--- src/ffs_pkg.sv ---
// Shared constants and types for the four-phase fetch/execute sequencer
package ffs_pkg;

	// ==========================================================
	// Widths
	localparam int PC_W = 14; // Program counter width (16K words)
	localparam int WORD_W = 16; // Program memory word width
	localparam int DATA_W = 8; // Accumulator and ALU width

	// ==========================================================
	// Phase clocks, Gray coded along T1-T2-T3-T4
	typedef enum logic [1:0]
	{
		PH_T1 = 2'h0,
		PH_T2 = 2'h1,
		PH_T3 = 2'h3,
		PH_T4 = 2'h2
	} ffs_phase_e;
	localparam logic [3:0] PHASE_T1_HOT = 4'h1; // One-hot code of T1

	// ==========================================================
	// Oscillator source select codes
	localparam logic [1:0] SRC_FAST_XTAL = 2'h0; // external_fast_crystal_source
	localparam logic [1:0] SRC_SLOW_XTAL = 2'h1; // external_slow_crystal_source
	localparam logic [1:0] SRC_FAST_RC = 2'h2; // internal_fast_rc_source
	localparam logic [1:0] SRC_SLOW_RC = 2'h3; // internal_slow_rc_source

	// ==========================================================
	// Instruction word fields
	localparam int OPC_LO = 12; // Opcode in [15:12]
	localparam int ALUOP_LO = 8; // ALU operation in [11:8]
	localparam int TGT_W = 12; // Branch target in [11:0]
	localparam logic [3:0] OPC_ALU = 4'h0; // acc = alu(acc, imm)
	localparam logic [3:0] OPC_STORE = 4'h1; // mem = acc
	localparam logic [3:0] OPC_LOAD = 4'h2; // acc = mem
	localparam logic [3:0] OPC_JUMP = 4'h3; // Jump
	localparam logic [3:0] OPC_CALL = 4'h4; // Call (no stack here)
	localparam logic [3:0] OPC_SKZ = 4'h5; // Skip if mem zero
	localparam logic [3:0] OPC_SKNZ = 4'h6; // Skip if mem nonzero
	localparam logic [3:0] OPC_EXT = 4'h7; // Extended: acc = alu(acc, mem)

	// ==========================================================
	// ALU operations
	localparam logic [3:0] ALU_ADD = 4'h0;
	localparam logic [3:0] ALU_SUB = 4'h1;
	localparam logic [3:0] ALU_AND = 4'h2;
	localparam logic [3:0] ALU_OR = 4'h3;
	localparam logic [3:0] ALU_XOR = 4'h4;
	localparam logic [3:0] ALU_ROL = 4'h5;
	localparam logic [3:0] ALU_ROR = 4'h6;
	localparam logic [3:0] ALU_INC = 4'h7;
	localparam logic [3:0] ALU_DEC = 4'h8;

	// ==========================================================
	// Data memory map of control registers, reset values
	localparam logic [7:0] MAP_INDIRECT = 8'h00; // Access through pointer
	localparam logic [7:0] MAP_POINTER = 8'h01; // Indirect pointer
	localparam logic [7:0] MAP_PCLOW = 8'h02; // program_counter_low_byte
	localparam logic [PC_W-1:0] RESET_VECTOR = 14'h0000;
	localparam logic [7:0] ACC_RESET = 8'h00;

endpackage : ffs_pkg

--- src/ffs_sequencer.sv ---
// Four-phase instruction fetch/execute sequencer with 8-bit ALU
`timescale 1ns/100ps

// Functional notes
// [RL1] Four non-overlapping phase clocks from system clock
// [RL2] System clock chosen from four oscillator sources
// [RL3] T1 start: advance counter, fetch new word
// [RL4] T2 to T4 decode and execute
// [RL5] One QUARTER_PHASE_CLOCKS pass is one instruction cycle
// [RL6] Fetch overlaps execution of previous instruction
// [RL7] Standard one cycle, extended two cycles
// [RL8] Counter-changing instructions cost one extra cycle
// [RL9] Branch: obtain target, then perform branch
// [RL10] Eight-bit ALU for arithmetic, logic, rotate
// [RL11] Data moves through accumulator and ALU
// [RL12] Control registers in data memory, direct/indirect
// [RL13] Counter advances by one unless branching
// [RL14] Taken skip discards prefetch, inserts dummy
// [RL15] Reset loads vector zero into counter
// [RL16] Low byte write: page jump plus dummy
// [RL17] Reset release restarts at first phase
module ffs_sequencer
	import ffs_pkg::*;
#(
	parameter int DMEM_DEPTH = 32
)
(
	// Clock and reset
	input wire logic core_clk,
	input wire logic rst_n,
	// Oscillator source selection
	input wire logic [1:0] srcSel,
	input wire logic [3:0] srcTick,
	// Program memory
	output logic [PC_W-1:0] pmAddr,
	output logic pmRead,
	input wire logic [WORD_W-1:0] pmData,
	// Status
	output logic [3:0] phaseClk,
	output logic instrCycle,
	output logic dummyCycle,
	output logic [PC_W-1:0] pcOut,
	output logic [DATA_W-1:0] accOut
);

	// ==========================================================
	// Functions
	localparam int AW = $clog2(DMEM_DEPTH);

	// Shared by immediate and extended operations
	function automatic logic [7:0] ffs_alu(input logic [3:0] op, input logic [7:0] a, input logic [7:0] b);
		case (op) // [RL10]
			ALU_ADD: return a + b;
			ALU_SUB: return a - b;
			ALU_AND: return a & b;
			ALU_OR: return a | b;
			ALU_XOR: return a ^ b;
			ALU_ROL: return {a[6:0], a[7]};
			ALU_ROR: return {a[0], a[7:1]};
			ALU_INC: return a + 8'h01;
			ALU_DEC: return a - 8'h01;
			default: return b; // Plain move
		endcase
	endfunction : ffs_alu

	// Indirect slot redirects through the pointer register
	function automatic logic [7:0] ffs_ea(input logic [7:0] a, input logic [7:0] ptr);
		return (a == MAP_INDIRECT) ? ptr : a; // [RL12]
	endfunction : ffs_ea

	// ==========================================================
	// State
	ffs_phase_e phase_r, phase_nxt; // Current phase
	logic [3:0] phaseClk_r, phaseClk_nxt; // One-hot phase outputs
	logic [PC_W-1:0] pc_r, pc_nxt; // Next fetch address
	logic [PC_W-1:0] pmAddr_r, pmAddr_nxt; // Address being fetched
	logic fetchEn_r, fetchEn_nxt; // Fetch active this cycle
	logic [WORD_W-1:0] fetch_r, fetch_nxt; // Prefetched word
	logic [WORD_W-1:0] exec_r, exec_nxt; // Executing word
	logic execValid_r, execValid_nxt; // Low in dummy cycles
	logic [PC_W-1:0] execPc_r, execPc_nxt; // Address of executing word
	logic ext_r, ext_nxt; // Second cycle of extended op
	logic [7:0] acc_r, acc_nxt; // Accumulator
	logic dummy_r, dummy_nxt; // Dummy cycle indicator
	logic instr_r, instr_nxt; // Instruction cycle start pulse
	logic [7:0] dmem_r [DMEM_DEPTH]; // Data memory incl. control registers
	logic [7:0] dmem_nxt [DMEM_DEPTH];
	logic [1:0] selMeta_r, selSync_r; // Source select synchroniser

	// ==========================================================
	// Decode, evaluated during T2..T4 from the stable executing word
	logic sysTick; // Selected system clock enable
	logic commit; // End of T4: execute and fetch
	logic [3:0] opc; // Opcode
	logic [7:0] ea; // Effective data address
	logic [7:0] rdVal; // Operand read from data memory
	logic isPcl; // Operand is the counter low byte

	// Switching sources mid-cycle only changes the length of the current phase
	assign sysTick = srcTick[selSync_r]; // [RL2]
	assign commit = sysTick && (phase_r == PH_T4); // [RL5]
	assign opc = exec_r[WORD_W-1:OPC_LO]; // [RL4]
	assign ea = ffs_ea(exec_r[7:0], dmem_r[MAP_POINTER[AW-1:0]]);
	assign isPcl = (ea == MAP_PCLOW);
	// Addresses beyond the depth alias onto the array
	assign rdVal = isPcl ? execPc_r[7:0] : dmem_r[ea[AW-1:0]]; // [RL12]

	// ==========================================================
	// Next-state logic
	always_comb
	begin
		logic [PC_W-1:0] newPc;
		logic hold;
		logic flush;
		newPc = pc_r;
		hold = 1'b0;
		flush = 1'b0;
		phase_nxt = phase_r;
		phaseClk_nxt = phaseClk_r;
		pc_nxt = pc_r;
		pmAddr_nxt = pmAddr_r;
		fetchEn_nxt = fetchEn_r;
		fetch_nxt = fetch_r;
		exec_nxt = exec_r;
		execValid_nxt = execValid_r;
		execPc_nxt = execPc_r;
		ext_nxt = ext_r;
		acc_nxt = acc_r;
		dummy_nxt = dummy_r;
		instr_nxt = commit;
		dmem_nxt = dmem_r;
		// Phase stepping on each system clock enable
		if (sysTick)
		begin
			unique case (phase_r) // [RL1]
				PH_T1: phase_nxt = PH_T2;
				PH_T2: phase_nxt = PH_T3;
				PH_T3: phase_nxt = PH_T4;
				PH_T4: phase_nxt = PH_T1;
			endcase
			unique case (phase_nxt) // [RL1]
				PH_T1: phaseClk_nxt = 4'h1;
				PH_T2: phaseClk_nxt = 4'h2;
				PH_T3: phaseClk_nxt = 4'h4;
				PH_T4: phaseClk_nxt = 4'h8;
			endcase
		end
		// Word is captured at the end of T1, one cycle ahead of its use
		if (sysTick && (phase_r == PH_T1) && fetchEn_r)
		begin
			fetch_nxt = pmData; // [RL6]
		end
		if (commit)
		begin
			if (execValid_r)
			begin
				unique case (opc)
					OPC_ALU:
					begin
						acc_nxt = ffs_alu(exec_r[11:ALUOP_LO], acc_r, exec_r[7:0]); // [RL11]
					end
					OPC_STORE:
					begin
						if (isPcl)
						begin
							// Jump within the current 256-word page
							newPc = {execPc_r[PC_W-1:8], acc_r}; // [RL16]
							flush = 1'b1; // [RL16]
						end
						else
						begin
							dmem_nxt[ea[AW-1:0]] = acc_r; // [RL11]
						end
					end
					OPC_LOAD:
					begin
						acc_nxt = rdVal; // [RL11]
					end
					OPC_JUMP, OPC_CALL:
					begin
						// Target taken now, branch performed by the next fetch
						newPc = {execPc_r[PC_W-1:TGT_W], exec_r[TGT_W-1:0]}; // [RL9]
						flush = 1'b1; // [RL8]
					end
					OPC_SKZ:
					begin
						flush = (rdVal == 8'h00); // [RL14]
					end
					OPC_SKNZ:
					begin
						flush = (rdVal != 8'h00); // [RL14]
					end
					OPC_EXT:
					begin
						if (!ext_r)
						begin
							hold = 1'b1; // [RL7]
							ext_nxt = 1'b1;
						end
						else
						begin
							ext_nxt = 1'b0;
							acc_nxt = ffs_alu(exec_r[11:ALUOP_LO], acc_r, rdVal); // [RL7]
						end
					end
					default:
					begin
						// Unused opcodes execute as no-operation
						acc_nxt = acc_r;
					end
				endcase
			end
			if (hold)
			begin
				// Prefetched word is kept, so no new fetch this cycle
				fetchEn_nxt = 1'b0;
				dummy_nxt = 1'b0;
			end
			else
			begin
				pmAddr_nxt = newPc; // [RL3]
				pc_nxt = newPc + 1'b1; // [RL13]
				fetchEn_nxt = 1'b1; // [RL3]
				exec_nxt = fetch_r; // [RL6]
				execPc_nxt = pmAddr_r;
				execValid_nxt = !flush; // [RL14]
				dummy_nxt = flush; // [RL8]
			end
		end
	end

	// ==========================================================
	// Registers
	always_ff @(posedge core_clk or negedge rst_n)
	begin
		if (!rst_n)
		begin
			phase_r <= PH_T1; // [RL17]
			phaseClk_r <= PHASE_T1_HOT; // [RL17]
			pc_r <= RESET_VECTOR + 14'h0001; // [RL15]
			pmAddr_r <= RESET_VECTOR; // [RL15]
			fetchEn_r <= 1'b1;
			fetch_r <= '0;
			exec_r <= '0;
			execValid_r <= 1'b0;
			execPc_r <= RESET_VECTOR;
			ext_r <= 1'b0;
			acc_r <= ACC_RESET;
			dummy_r <= 1'b0;
			instr_r <= 1'b0;
			for (int i = 0; i < DMEM_DEPTH; i++)
			begin
				dmem_r[i] <= 8'h00;
			end
		end
		else
		begin
			phase_r <= phase_nxt;
			phaseClk_r <= phaseClk_nxt;
			pc_r <= pc_nxt;
			pmAddr_r <= pmAddr_nxt;
			fetchEn_r <= fetchEn_nxt;
			fetch_r <= fetch_nxt;
			exec_r <= exec_nxt;
			execValid_r <= execValid_nxt;
			execPc_r <= execPc_nxt;
			ext_r <= ext_nxt;
			acc_r <= acc_nxt;
			dummy_r <= dummy_nxt;
			instr_r <= instr_nxt;
			dmem_r <= dmem_nxt;
		end
	end

	// ==========================================================
	// Source select synchroniser, the select is a pin
	always_ff @(posedge core_clk or negedge rst_n)
	begin
		if (!rst_n)
		begin
			selMeta_r <= SRC_FAST_XTAL;
			selSync_r <= SRC_FAST_XTAL;
		end
		else
		begin
			selMeta_r <= srcSel;
			selSync_r <= selMeta_r;
		end
	end

	// ==========================================================
	// Outputs
	assign pmAddr = pmAddr_r;
	assign pmRead = fetchEn_r && (phase_r == PH_T1); // [RL3]
	assign phaseClk = phaseClk_r;
	assign instrCycle = instr_r;
	assign dummyCycle = dummy_r;
	assign pcOut = pc_r;
	assign accOut = acc_r;

	// ==========================================================
	// Assertions
	logic firstFetch_r; // High until the first cycle completes
	always_ff @(posedge core_clk or negedge rst_n)
	begin
		if (!rst_n)
			firstFetch_r <= 1'b1;
		else if (commit)
			firstFetch_r <= 1'b0;
	end
endmodule : ffs_sequencer

--- config.mk ---
export PLATFORM = sky130hd
export DESIGN_NAME = ffs_sequencer
export DESIGN_NICKNAME = d
export VERILOG_FILES = /design/src/ffs_pkg.sv /design/src/ffs_sequencer.sv
export SDC_FILE = /design/constraint.sdc
export NUM_CORES = 1
export LEC_CHECK = 0
export ABC_AREA = 0
export BUFFER_PORTS_ARGS = -buffer_cell sky130_fd_sc_hd__buf_4
export CAP_MARGIN = 0
export CORE_MARGIN = 2
export CORE_UTILIZATION = 30
export DETAILED_ROUTE_END_ITERATION = 8
export SYNTH_ARGS = -nofsm -noshare
export SYNTH_HDL_FRONTEND = slang
export SYNTH_SLANG_ARGS = --single-unit
--- constraint.sdc ---
create_clock -name core_clk -period 6.15 [get_ports core_clk]
set_input_delay 1.23 -clock core_clk [delete_from_list [all_inputs] [get_ports core_clk]]
set_output_delay 1.23 -clock core_clk [all_outputs]
set_load 0.02 [all_outputs]
### Yosys cells after proc, flatten, opt, wreduce, memory -nomap -nowiden

Cells that the tools add are included.

* flip-flop bits (word level): 353
* input port bits: 24
* output and inout port bits: 43
* logic and storage cells: 139

* $add $sub $neg: 7
* magnitude comparators: 3
* equal/unequal tests: 23
* multiplexer cells: 31
* bitwise operators: 9
* reduce and logical (&&, ||, !) cells: 19

Operators by type and width (number)
* bitwise mux 256 bit: 1
* case mux 8 bit (9 select lines): 2
* two-way mux 8 bit: 6
* two-way mux 14 bit: 3
* binary-select mux 8 bit (select 5 bit): 1
* demux 8 bit (select 5 bit): 1
* == test 4 x 3 -> 1 bit (second input constant): 8
* case mux 14 bit (2 select lines): 1
* case mux 8 bit (3 select lines): 1
* adder 8 bit: 2
* bitwise AND 8 bit: 2
* == test 4 x 2 -> 1 bit (second input constant): 4
* logical NOT 8 bit: 2
* bitwise OR 8 bit: 2
* case mux 4 bit (4 select lines): 1
* subtractor 8 bit: 2
* XOR 8 bit: 2
* adder 14 x 1 -> 14 bit (second input constant): 1
* two-way mux 1 bit: 10
* adder 8 x 1 -> 8 bit (second input constant): 1
* == test 2 bit (second input constant): 4
* == test 4 x 1 -> 1 bit (second input constant): 2
* == test 8 x 2 -> 1 bit (second input constant): 1
* logical NOT 4 bit: 2
* other kinds (22): 30

### Depth between registers and ports, before layout

Gate-level depths: netlist of run 1.

* depth in word-level cells: 12
* depth in mapped cells: 27
* mapped depth without buffers: 23

### Worst setup path after synthesis of run 1

OpenSTA, ideal clock, no wires.

* path type: reg-to-reg
* start: register exec_r[0]
* end: register acc_r[7] (netlist: accOut[7])
* arrival: 5.324 ns
* required time: 6.068 ns
* setup slack: 0.744 ns
* stages on the path, launching flop included: 28
* buffers on the path: 4
* period minus slack after synthesis: 5.406 ns
* cell sequence: dfrtp_1 inv_1 ha_1 or4b_1 clkbuf_1 nor4_1 buf_2 buf_2 buf_2 o21ai_0 a41oi_1 nor4_1 a31oi_1 inv_1 ha_1 nand2_1 o21ai_0 inv_1 ha_1 a21o_1 a21oi_1 o22ai_1 o41ai_1 xnor2_1 xnor2_1 a311oi_1 a31oi_1 o22ai_1

* cells in the longest elaborated chain, start to end: 11
* elaborated cells on any way between the ends: 19

Ends and longest elaborated chain
* start: declaration: RTL line ffs_sequencer.sv:79 `logic [WORD_W-1:0] exec_r, exec_nxt;`
* start signal: assignment: RTL line ffs_sequencer.sv:264 `exec_r <= exec_nxt;`
* logical NOT 8 bit: RTL line ffs_sequencer.sv:68 `return (a == MAP_INDIRECT) ? ptr : a;`
* two-way mux 8 bit: RTL line ffs_sequencer.sv:68
* inverter 5 -> 6 bit (not written as such): RTL line ffs_sequencer.sv:106 `assign rdVal = isPcl ? execPc_r[7:0] : dmem_r[ea[AW-1:0]];`
* binary-select mux 8 bit (select 5 bit): RTL line ffs_sequencer.sv:106
* two-way mux 8 bit (not written as such) (2 in a row): RTL line ffs_sequencer.sv:106
* two-way mux 8 bit: RTL line ffs_sequencer.sv:106
* subtractor 8 bit, or another cell as far along: RTL line ffs_sequencer.sv:54 `ALU_SUB: return a - b;`
* case mux 8 bit (9 select lines): RTL line ffs_sequencer.sv:52 `case (op)`
* two-way mux 8 bit: RTL line ffs_sequencer.sv:195 `if (!ext_r)`
* case mux 8 bit (3 select lines) (*): RTL line ffs_sequencer.sv:157 `unique case (opc)`
* end signal: assignment: RTL line ffs_sequencer.sv:268 `acc_r <= acc_nxt;`
* end: declaration: RTL line ffs_sequencer.sv:83 `logic [7:0] acc_r, acc_nxt;`

Mark *: on every way between the ends. The rest lies on a longest branch, timed or not. The select of a mux whose other input is x is not followed.
A chain may end at the register's enable or synchronous reset.

### Worst setup path in the final report of run 1

* start: register exec_r[1]
* end: register acc_r[7] (netlist: accOut[7])

The elaborated chain is that of the path after synthesis.

==> results of run 1 <==
## metrics by stage
step,instances,setup slack (ns),instance area [µm²]
after floorplan,1942,0.744,18800
after global placement,2765,0.312,20400
after detailed placement,2765,0.231,20400
after CTS,2830,0.191,21700
after global routing,2834,0.0287,21700
final,2835,0.284,21700
## power breakdown
| group | internal, W | switching (W) |
|---|---|---|
| Clock | 0.00142 | 0.000952 |
| Sequential | 0.00274 | 0.000428 |
| Combinational | 0.00189 | 0.00328 |
## worst max-delay path, stage by stage (launching register included)
cell and delay, ns:
dfrtp_1 0.40, inv_1 0.18, ha_2 0.28, or4b_1 0.53, buf_4 0.22, nor3_4 0.20, buf_12 0.24, o21ai_0 0.14
a41oi_2 0.30, a2111oi_0 0.11, a31oi_1 0.41, inv_1 0.15, ha_1 0.30, nand2_1 0.04, o21ai_0 0.16, inv_1 0.10
ha_1 0.29, a21o_1 0.16, a21oi_1 0.24, o22ai_1 0.18, o41ai_2 0.26, xnor2_1 0.25, xnor2_1 0.15, a311oi_1 0.28
a31oi_1 0.07, o22ai_1 0.12
## repair_timing
action / in CTS / in global routing
setup endpoints to repair: 0 / 4
resized for setup: 0 / 9
endpoints found under the hold margin: 0 / 0
buffers inserted: 0 / 3
## kinds of logic (layout without fill, tap and decap cells)
family / Yosys count / after routing
AOI/OAI and AO/OA: 661 / 662
muxes: 178 / 178
and+or+nand+nor: 472 / 472
adders and majority gates: 54 / 54
other: 0 / 1
DFF: 353 / 353
xor gates and xnor gates: 36 / 36
buffers and inverters: 188 / 242
## sequential cells by signal (all words and copies together), names as in the netlist, 2 cells and up
register	count
pmAddr	14
phase_r	2
pcOut	14
phaseClk	4
execPc_r	14
accOut	8
dmem_r	256
selMeta_r	2
fetch_r	16
selSync_r	2
exec_r	16
## Yosys cell counts, types with 7 or more instances
| cell | instances | area (µm²) |
|---|---|---|
| nor4_1 | 12 | 75.1 |
| a21oi_1 | 43 | 215 |
| a31oi_1 | 24 | 150 |
| inv_1 | 39 | 146 |
| and2_1 | 7 | 43.8 |
| nand2b_1 | 9 | 56.3 |
| mux2i_1 | 18 | 180 |
| o21ai_0 | 377 | 1890 |
| nand4_1 | 9 | 56.3 |
| a41oi_1 | 36 | 315 |
| o22ai_1 | 19 | 119 |
| o221ai_1 | 7 | 61.3 |
| clkbuf_1 | 130 | 488 |
| dfrtp_1 | 350 | 8760 |
| a21o_1 | 15 | 113 |
| buf_2 | 13 | 65.1 |
| a22oi_1 | 20 | 150 |
| nor2_1 | 74 | 278 |
| a2bb2oi_1 | 8 | 70.1 |
| a221o_1 | 11 | 110 |
| nor3_1 | 25 | 125 |
| or3_1 | 8 | 50.1 |
| xnor2_1 | 25 | 219 |
| xor2_1 | 11 | 96.3 |
| mux2_2 | 155 | 1750 |
| o21a_1 | 27 | 203 |
| nand3_1 | 14 | 70.1 |
| a211oi_1 | 7 | 52.6 |
| o211ai_1 | 10 | 75.1 |
| nand2_1 | 274 | 1030 |
| ha_1 | 52 | 651 |
| a221oi_1 | 9 | 78.8 |
## worst max-delay path by stage
stage and endpoint:
2_1_floorplan accOut[7], 3_3_place_gp accOut[7], 3_5_place_dp accOut[7], 4_1_cts accOut[7], 5_1_grt accOut[7], 6_report accOut[7]
## area by class of cell
type / count / area [µm²] / share of cell area
multi-input combinational: 1402 / 9310 / 0.428
sequential: 353 / 8840 / 0.406
clock inverter: 10 / 156 / 0.00719
antenna: 1 / 2.50 / 0.000115
tap: 837 / 1050 / 0.0482
timing repair buffer: 138 / 1130 / 0.0520
clock buffer: 55 / 1120 / 0.0513
inverter: 39 / 146 / 0.00673
## per-layer routing
metal  vias to the layer above  routed length, µm
met3                       166               4310
met4                         2               2250
met2                       652              29100
met1                      7929              27000
met5                         -                 10
li1                       7097                  -
## cells in the final DEF, fill, tap and decap left out, types with 6 or more instances in the layout
cell / instances
xnor2_1: 25
buf_4: 130
mux2_2: 155
a211oi_1: 6
o221ai_1: 7
buf_12: 7
xor2_1: 11
inv_1: 39
nand3_1: 14
nor2b_1: 6
dfrtp_1: 350
a22oi_1: 20
o21ai_0: 377
mux2i_1: 18
clkbuf_1: 8
o211ai_1: 10
a21oi_1: 41
a221oi_1: 9
nand2_1: 273
ha_1: 51
nand2b_1: 9
o31ai_1: 6
or3_1: 8
clkbuf_8: 8
nor2_1: 72
and2_1: 7
a41oi_1: 35
nor3_1: 25
a31oi_1: 23
nor4_1: 11
a2bb2oi_1: 8
o21a_1: 27
o22ai_1: 19
clkbuf_16: 39
nand4_1: 9
a221o_1: 11
a21o_1: 15
==> flow_metrics.env, run 1 <==
export IMPL_status="completed"
export IMPL_layout_min_cycle_time_ns=5.87
export IMPL_max_cap_viol_count=0
export IMPL_holdWs_ns=0.356
export IMPL_cts_clk_slew_worst_paths_ns=0.06
export IMPL_hold_end="selSync_r[1]"
export IMPL_synth_xor_area_share=0.0168
export IMPL_tns_ns=0
export IMPL_drt_iter0_drc=1455
export IMPL_drtPass1Iterations=7
export IMPL_finalHoldViolations=0
export IMPL_track_usage=0.193
export IMPL_r2r_start="exec_r[1]"
export IMPL_start_util=0.304
export IMPL_clockBufferDepth=3
export IMPL_clk_latency_ns=0.55
export IMPL_ir_worst_vdd_uv=271
export IMPL_startpoint="exec_r[1]"
export IMPL_layout_worst_path_cycle_share=0.954
export IMPL_min_from="selMeta_r[1]"
export IMPL_rr_worst_depth=25
export IMPL_rows=91
export IMPL_syn_area_mm2=0.0188
export IMPL_nFillCells=6222
export IMPL_routed_wl_um=62700
export IMPL_grt_setup_unrepaired="false"
export IMPL_crit_type="flip-flop to flip-flop"
export IMPL_ff2ff_setup_slack_ns=0.28
export IMPL_post_route_util=0.352
export IMPL_grt_max_degree=157
export IMPL_maxSlewHeadroom=0.190
export IMPL_wire_per_inst_um=22.1
export IMPL_die_x_um=254
export IMPL_clock_root_buffer="clkbuf_16"
export IMPL_reg2reg_to="accOut[7]"
export IMPL_min_path_cells=0
export IMPL_ys_async_sr_fraction=1.00
export IMPL_postSynthAreaPerCell_um2=9.66
export IMPL_yosys_warnings=0
export IMPL_use_met1=0.259
export IMPL_synth_compound_area_frac=0.215
export IMPL_powerDensity_mw_per_mm2=493
export IMPL_crit_fanout=42
export IMPL_yosys_mux_area_fraction=0.109
export IMPL_gp_congestion=0.933
export IMPL_grt_pass1_vias=15900
export IMPL_antenna_found_initial=1
export IMPL_drive_gt1_frac=0.195
export IMPL_vias_per_cell=5.59
export IMPL_cts_hold_buffers=0
export IMPL_overflow=0
export IMPL_pin_count=67
export IMPL_drcViolationCount=0
export IMPL_synth_edf_count=0
export IMPL_cts_tree="done"
export IMPL_busiest_layer="met2"
export IMPL_yosys_area_share_simple=0.113
export IMPL_synth_seq_area_share=0.471
export IMPL_critical_path_arrival_ns=6.32
export IMPL_cp_required_ns=6.60
export IMPL_cts_sinks=353
export IMPL_dp_hpwl_um=42300
export IMPL_skew_ns=0.0267
export IMPL_syn_nets=2020
export IMPL_leakage_nw=9.22
export IMPL_num_vias=15800
export IMPL_use_met2=0.311
export IMPL_synthFlopType="dfrtp_1"
export IMPL_worstMarginPinSlew_ns=1.21
export IMPL_port_buffers=66
export IMPL_max_freq_mhz=170
export IMPL_finalMaxSlewViolations=0
export IMPL_ys_seq_elements=353
export IMPL_grtUsageMet3=0.0332
export IMPL_nets=2051
export IMPL_postRouteAntennaNets=0
export IMPL_dieArea_mm2=0.0646
export IMPL_synth_adder_area_share=0.0368
export IMPL_synth_top_family_by_area="compound AO/OA/AOI/OAI gates"
export IMPL_power_w=0.0107
export IMPL_setup_viol=0
export IMPL_h_tree_depth=2
export IMPL_synth_cell_types=74
export IMPL_die_h_um=254
export IMPL_hp_class="flip-flop to flip-flop"
export IMPL_startpoint_type="flip-flop"
export IMPL_core_area_mm2=0.0618
export IMPL_endpoint_kind="flip-flop"
export IMPL_synthCells=1942
export IMPL_area_growth_syn_to_layout_pct=15.9
export IMPL_numCtsBuffers=39
export IMPL_grt_pass1_wl_um=96400
Note: power is estimated with default switching activity, not from simulation.
==> run 2, diff against run 1 <==
Settings changed: CORE_MARGIN 2 to 8, CTS_CLUSTER_DIAMETER from default to 80.
==> run 2 against run 1 <==
Compared with the run above:
- clock-buffer cell count shrank 2
- sequential share of layout area down 0.084 points
- sequential power fell by 2%
- via count grew 0.34%
==> flow_metrics.env, run 2 (synthesized netlist as in run 1, its figures left out) <==
export IMPL_drcViolationCount=0
export IMPL_grt_setup_unrepaired="false"
export IMPL_startpoint_type="flip-flop"
export IMPL_h_tree_depth=2
export IMPL_cp_required_ns=6.63
export IMPL_cp_top_family="compound AO/OA/AOI/OAI gates"
export IMPL_tns_ns=0
export IMPL_pin_count=67
export IMPL_status="completed"
export IMPL_finalMaxSlewViolations=0
export IMPL_cts_tree="done"
export IMPL_drtPass1Iterations=7
export IMPL_dieArea_mm2=0.0708
export IMPL_worstMarginPinSlew_ns=1.17
export IMPL_crit_fanout=21
export IMPL_final_common_cell="o21ai_0"
export IMPL_clk_latency_ns=0.57
export IMPL_clock_root_buffer="clkbuf_16"
export IMPL_holdWs_ns=0.357
export IMPL_layout_min_cycle_time_ns=5.81
export IMPL_layout_worst_path_cycle_share=0.945
export IMPL_port_buffers=66
export IMPL_die_h_um=266
export IMPL_antenna_found_initial=1
export IMPL_finalHoldViolations=0
export IMPL_ir_worst_vdd_uv=310
export IMPL_powerDensity_mw_per_mm2=496
export IMPL_cts_sinks=353
export IMPL_max_cap_viol_count=0
export IMPL_largest_register_ffs=256
export IMPL_grt_pass1_vias=15900
export IMPL_worstPathBufferInverterCount=5
export IMPL_vias_per_cell=5.58
export IMPL_largestRegisters="dmem_r: 256 flops, exec_r: 16 flops, fetch_r: 16 flops"
export IMPL_maxSlewHeadroom=0.221
export IMPL_layout_common_cells="o21ai_0, dfrtp_1, nand2_1"
export IMPL_cts_clk_slew_worst_paths_ns=0.07
export IMPL_clockBufferDepth=3
export IMPL_num_vias=15900
export IMPL_setup_viol=0
export IMPL_track_usage=0.179
export IMPL_core_area_mm2=0.0618
export IMPL_cpMaxStageDelayCell="or4b_1"
export IMPL_crit_type="flip-flop to flip-flop"
export IMPL_wire_per_inst_um=22.9
export IMPL_endpoint_kind="flip-flop"
export IMPL_dp_hpwl_um=44600
export IMPL_ff2ff_setup_slack_ns=0.34
export IMPL_critical_path_arrival_ns=6.30
export IMPL_start_util=0.304
export IMPL_nets=2065
export IMPL_grt_pass1_wl_um=99400
export IMPL_die_x_um=266
export IMPL_slowest_delay_ns=0.66
export IMPL_numCtsBuffers=38
export IMPL_rows=91
export IMPL_drt_iter0_drc=1708
export IMPL_max_freq_mhz=172
export IMPL_gp_congestion=0.934
export IMPL_routed_wl_um=65300
export IMPL_cts_hold_buffers=0
export IMPL_postRouteAntennaNets=0
export IMPL_area_growth_syn_to_layout_pct=16.1
export IMPL_diodes=0
export IMPL_skew_ns=0.0292
export IMPL_overflow=0
export IMPL_largest_register="dmem_r"
export IMPL_hp_class="flip-flop to flip-flop"
export IMPL_grt_max_degree=137
export IMPL_leakage_nw=9.28
export IMPL_drive_gt1_frac=0.201
## run 2: timing repair
item                       in CTS  in global routing
gates resized for setup         0                  4
setup endpoints to repair       0                  3
hold endpoints to repair        0                  0
buffers inserted                0                  9
## run 2: stage by stage
| stage | setup WS (ns) | utilization | power, W | instance area [µm²] | instances |
|---|---|---|---|---|---|
| after floorplan | 0.744 | - | 0.00636 | 18800 | 1942 |
| after global placement | 0.191 | 0.330 | 0.00821 | 20400 | 2774 |
| after detailed placement | 0.0456 | 0.330 | 0.00830 | 20400 | 2774 |
| after CTS | 0.0212 | 0.351 | 0.0107 | 21700 | 2842 |
| after global routing | 0.0186 | 0.353 | 0.0114 | 21800 | 2852 |
| final | 0.336 | 0.353 | 0.0108 | 21800 | 2852 |
## run 2: path summary, 6_finish.rpt
path                              start           end  depth (start not counted)
min                        selMeta_r[0]  selSync_r[0]                          0
max reg2reg                   exec_r[0]     accOut[7]                         25
min in group asynchronous         rst_n   dmem_r[220]                          1
min reg2reg                selMeta_r[0]  selSync_r[0]                          0
max                           exec_r[0]     accOut[7]                         25
max in group asynchronous         rst_n    fetch_r[0]                          2
## run 2: layout make-up
class,count,area [µm²]
flip-flops and latches,353,8840
repair buffers,153,1210
clock buffers,53,1120
fillers,6176,40000
well taps,837,1050
clock inverters,15,151
multi-input cells,1402,9290
inverters,39,146
## run 2: worst reg2reg max path, stage by stage, from the launching register on
cell      delay (ns)
dfrtp_1         0.39
inv_1           0.08
ha_1            0.18
buf_4           0.16
or4b_1          0.66
nor3_4          0.25
buf_4           0.29
o21ai_0         0.16
a41oi_1         0.30
nor4_1          0.12
a31oi_1         0.38
inv_1           0.16
ha_1            0.30
nand2_1         0.04
o21ai_0         0.15
inv_1           0.08
ha_1            0.27
a21o_1          0.15
a21oi_1         0.23
o22ai_1         0.18
o41ai_1         0.36
xnor2_1         0.24
xnor2_1         0.14
a311oi_1        0.28
a31oi_1         0.08
o22ai_1         0.11
## run 2: layer usage
layer | share of wire | wire, µm | up-vias | track usage
li1 | - | - | 7106 | -
met1 | 0.42 | 27500 | 7895 | 0.237
met2 | 0.46 | 30100 | 736 | 0.288
met3 | 0.080 | 5230 | 163 | 0.0352
met4 | 0.039 | 2560 | 0 | 0.0683
met5 | 0 | 0 | - | 0
## run 2: power by group
group	internal, W	total (W)	switching, W
logic	0.00193	0.00534	0.00341
clock network	0.00136	0.00235	0.000991
registers	0.00274	0.00311	0.000369
total	0.00603	0.0108	0.00477
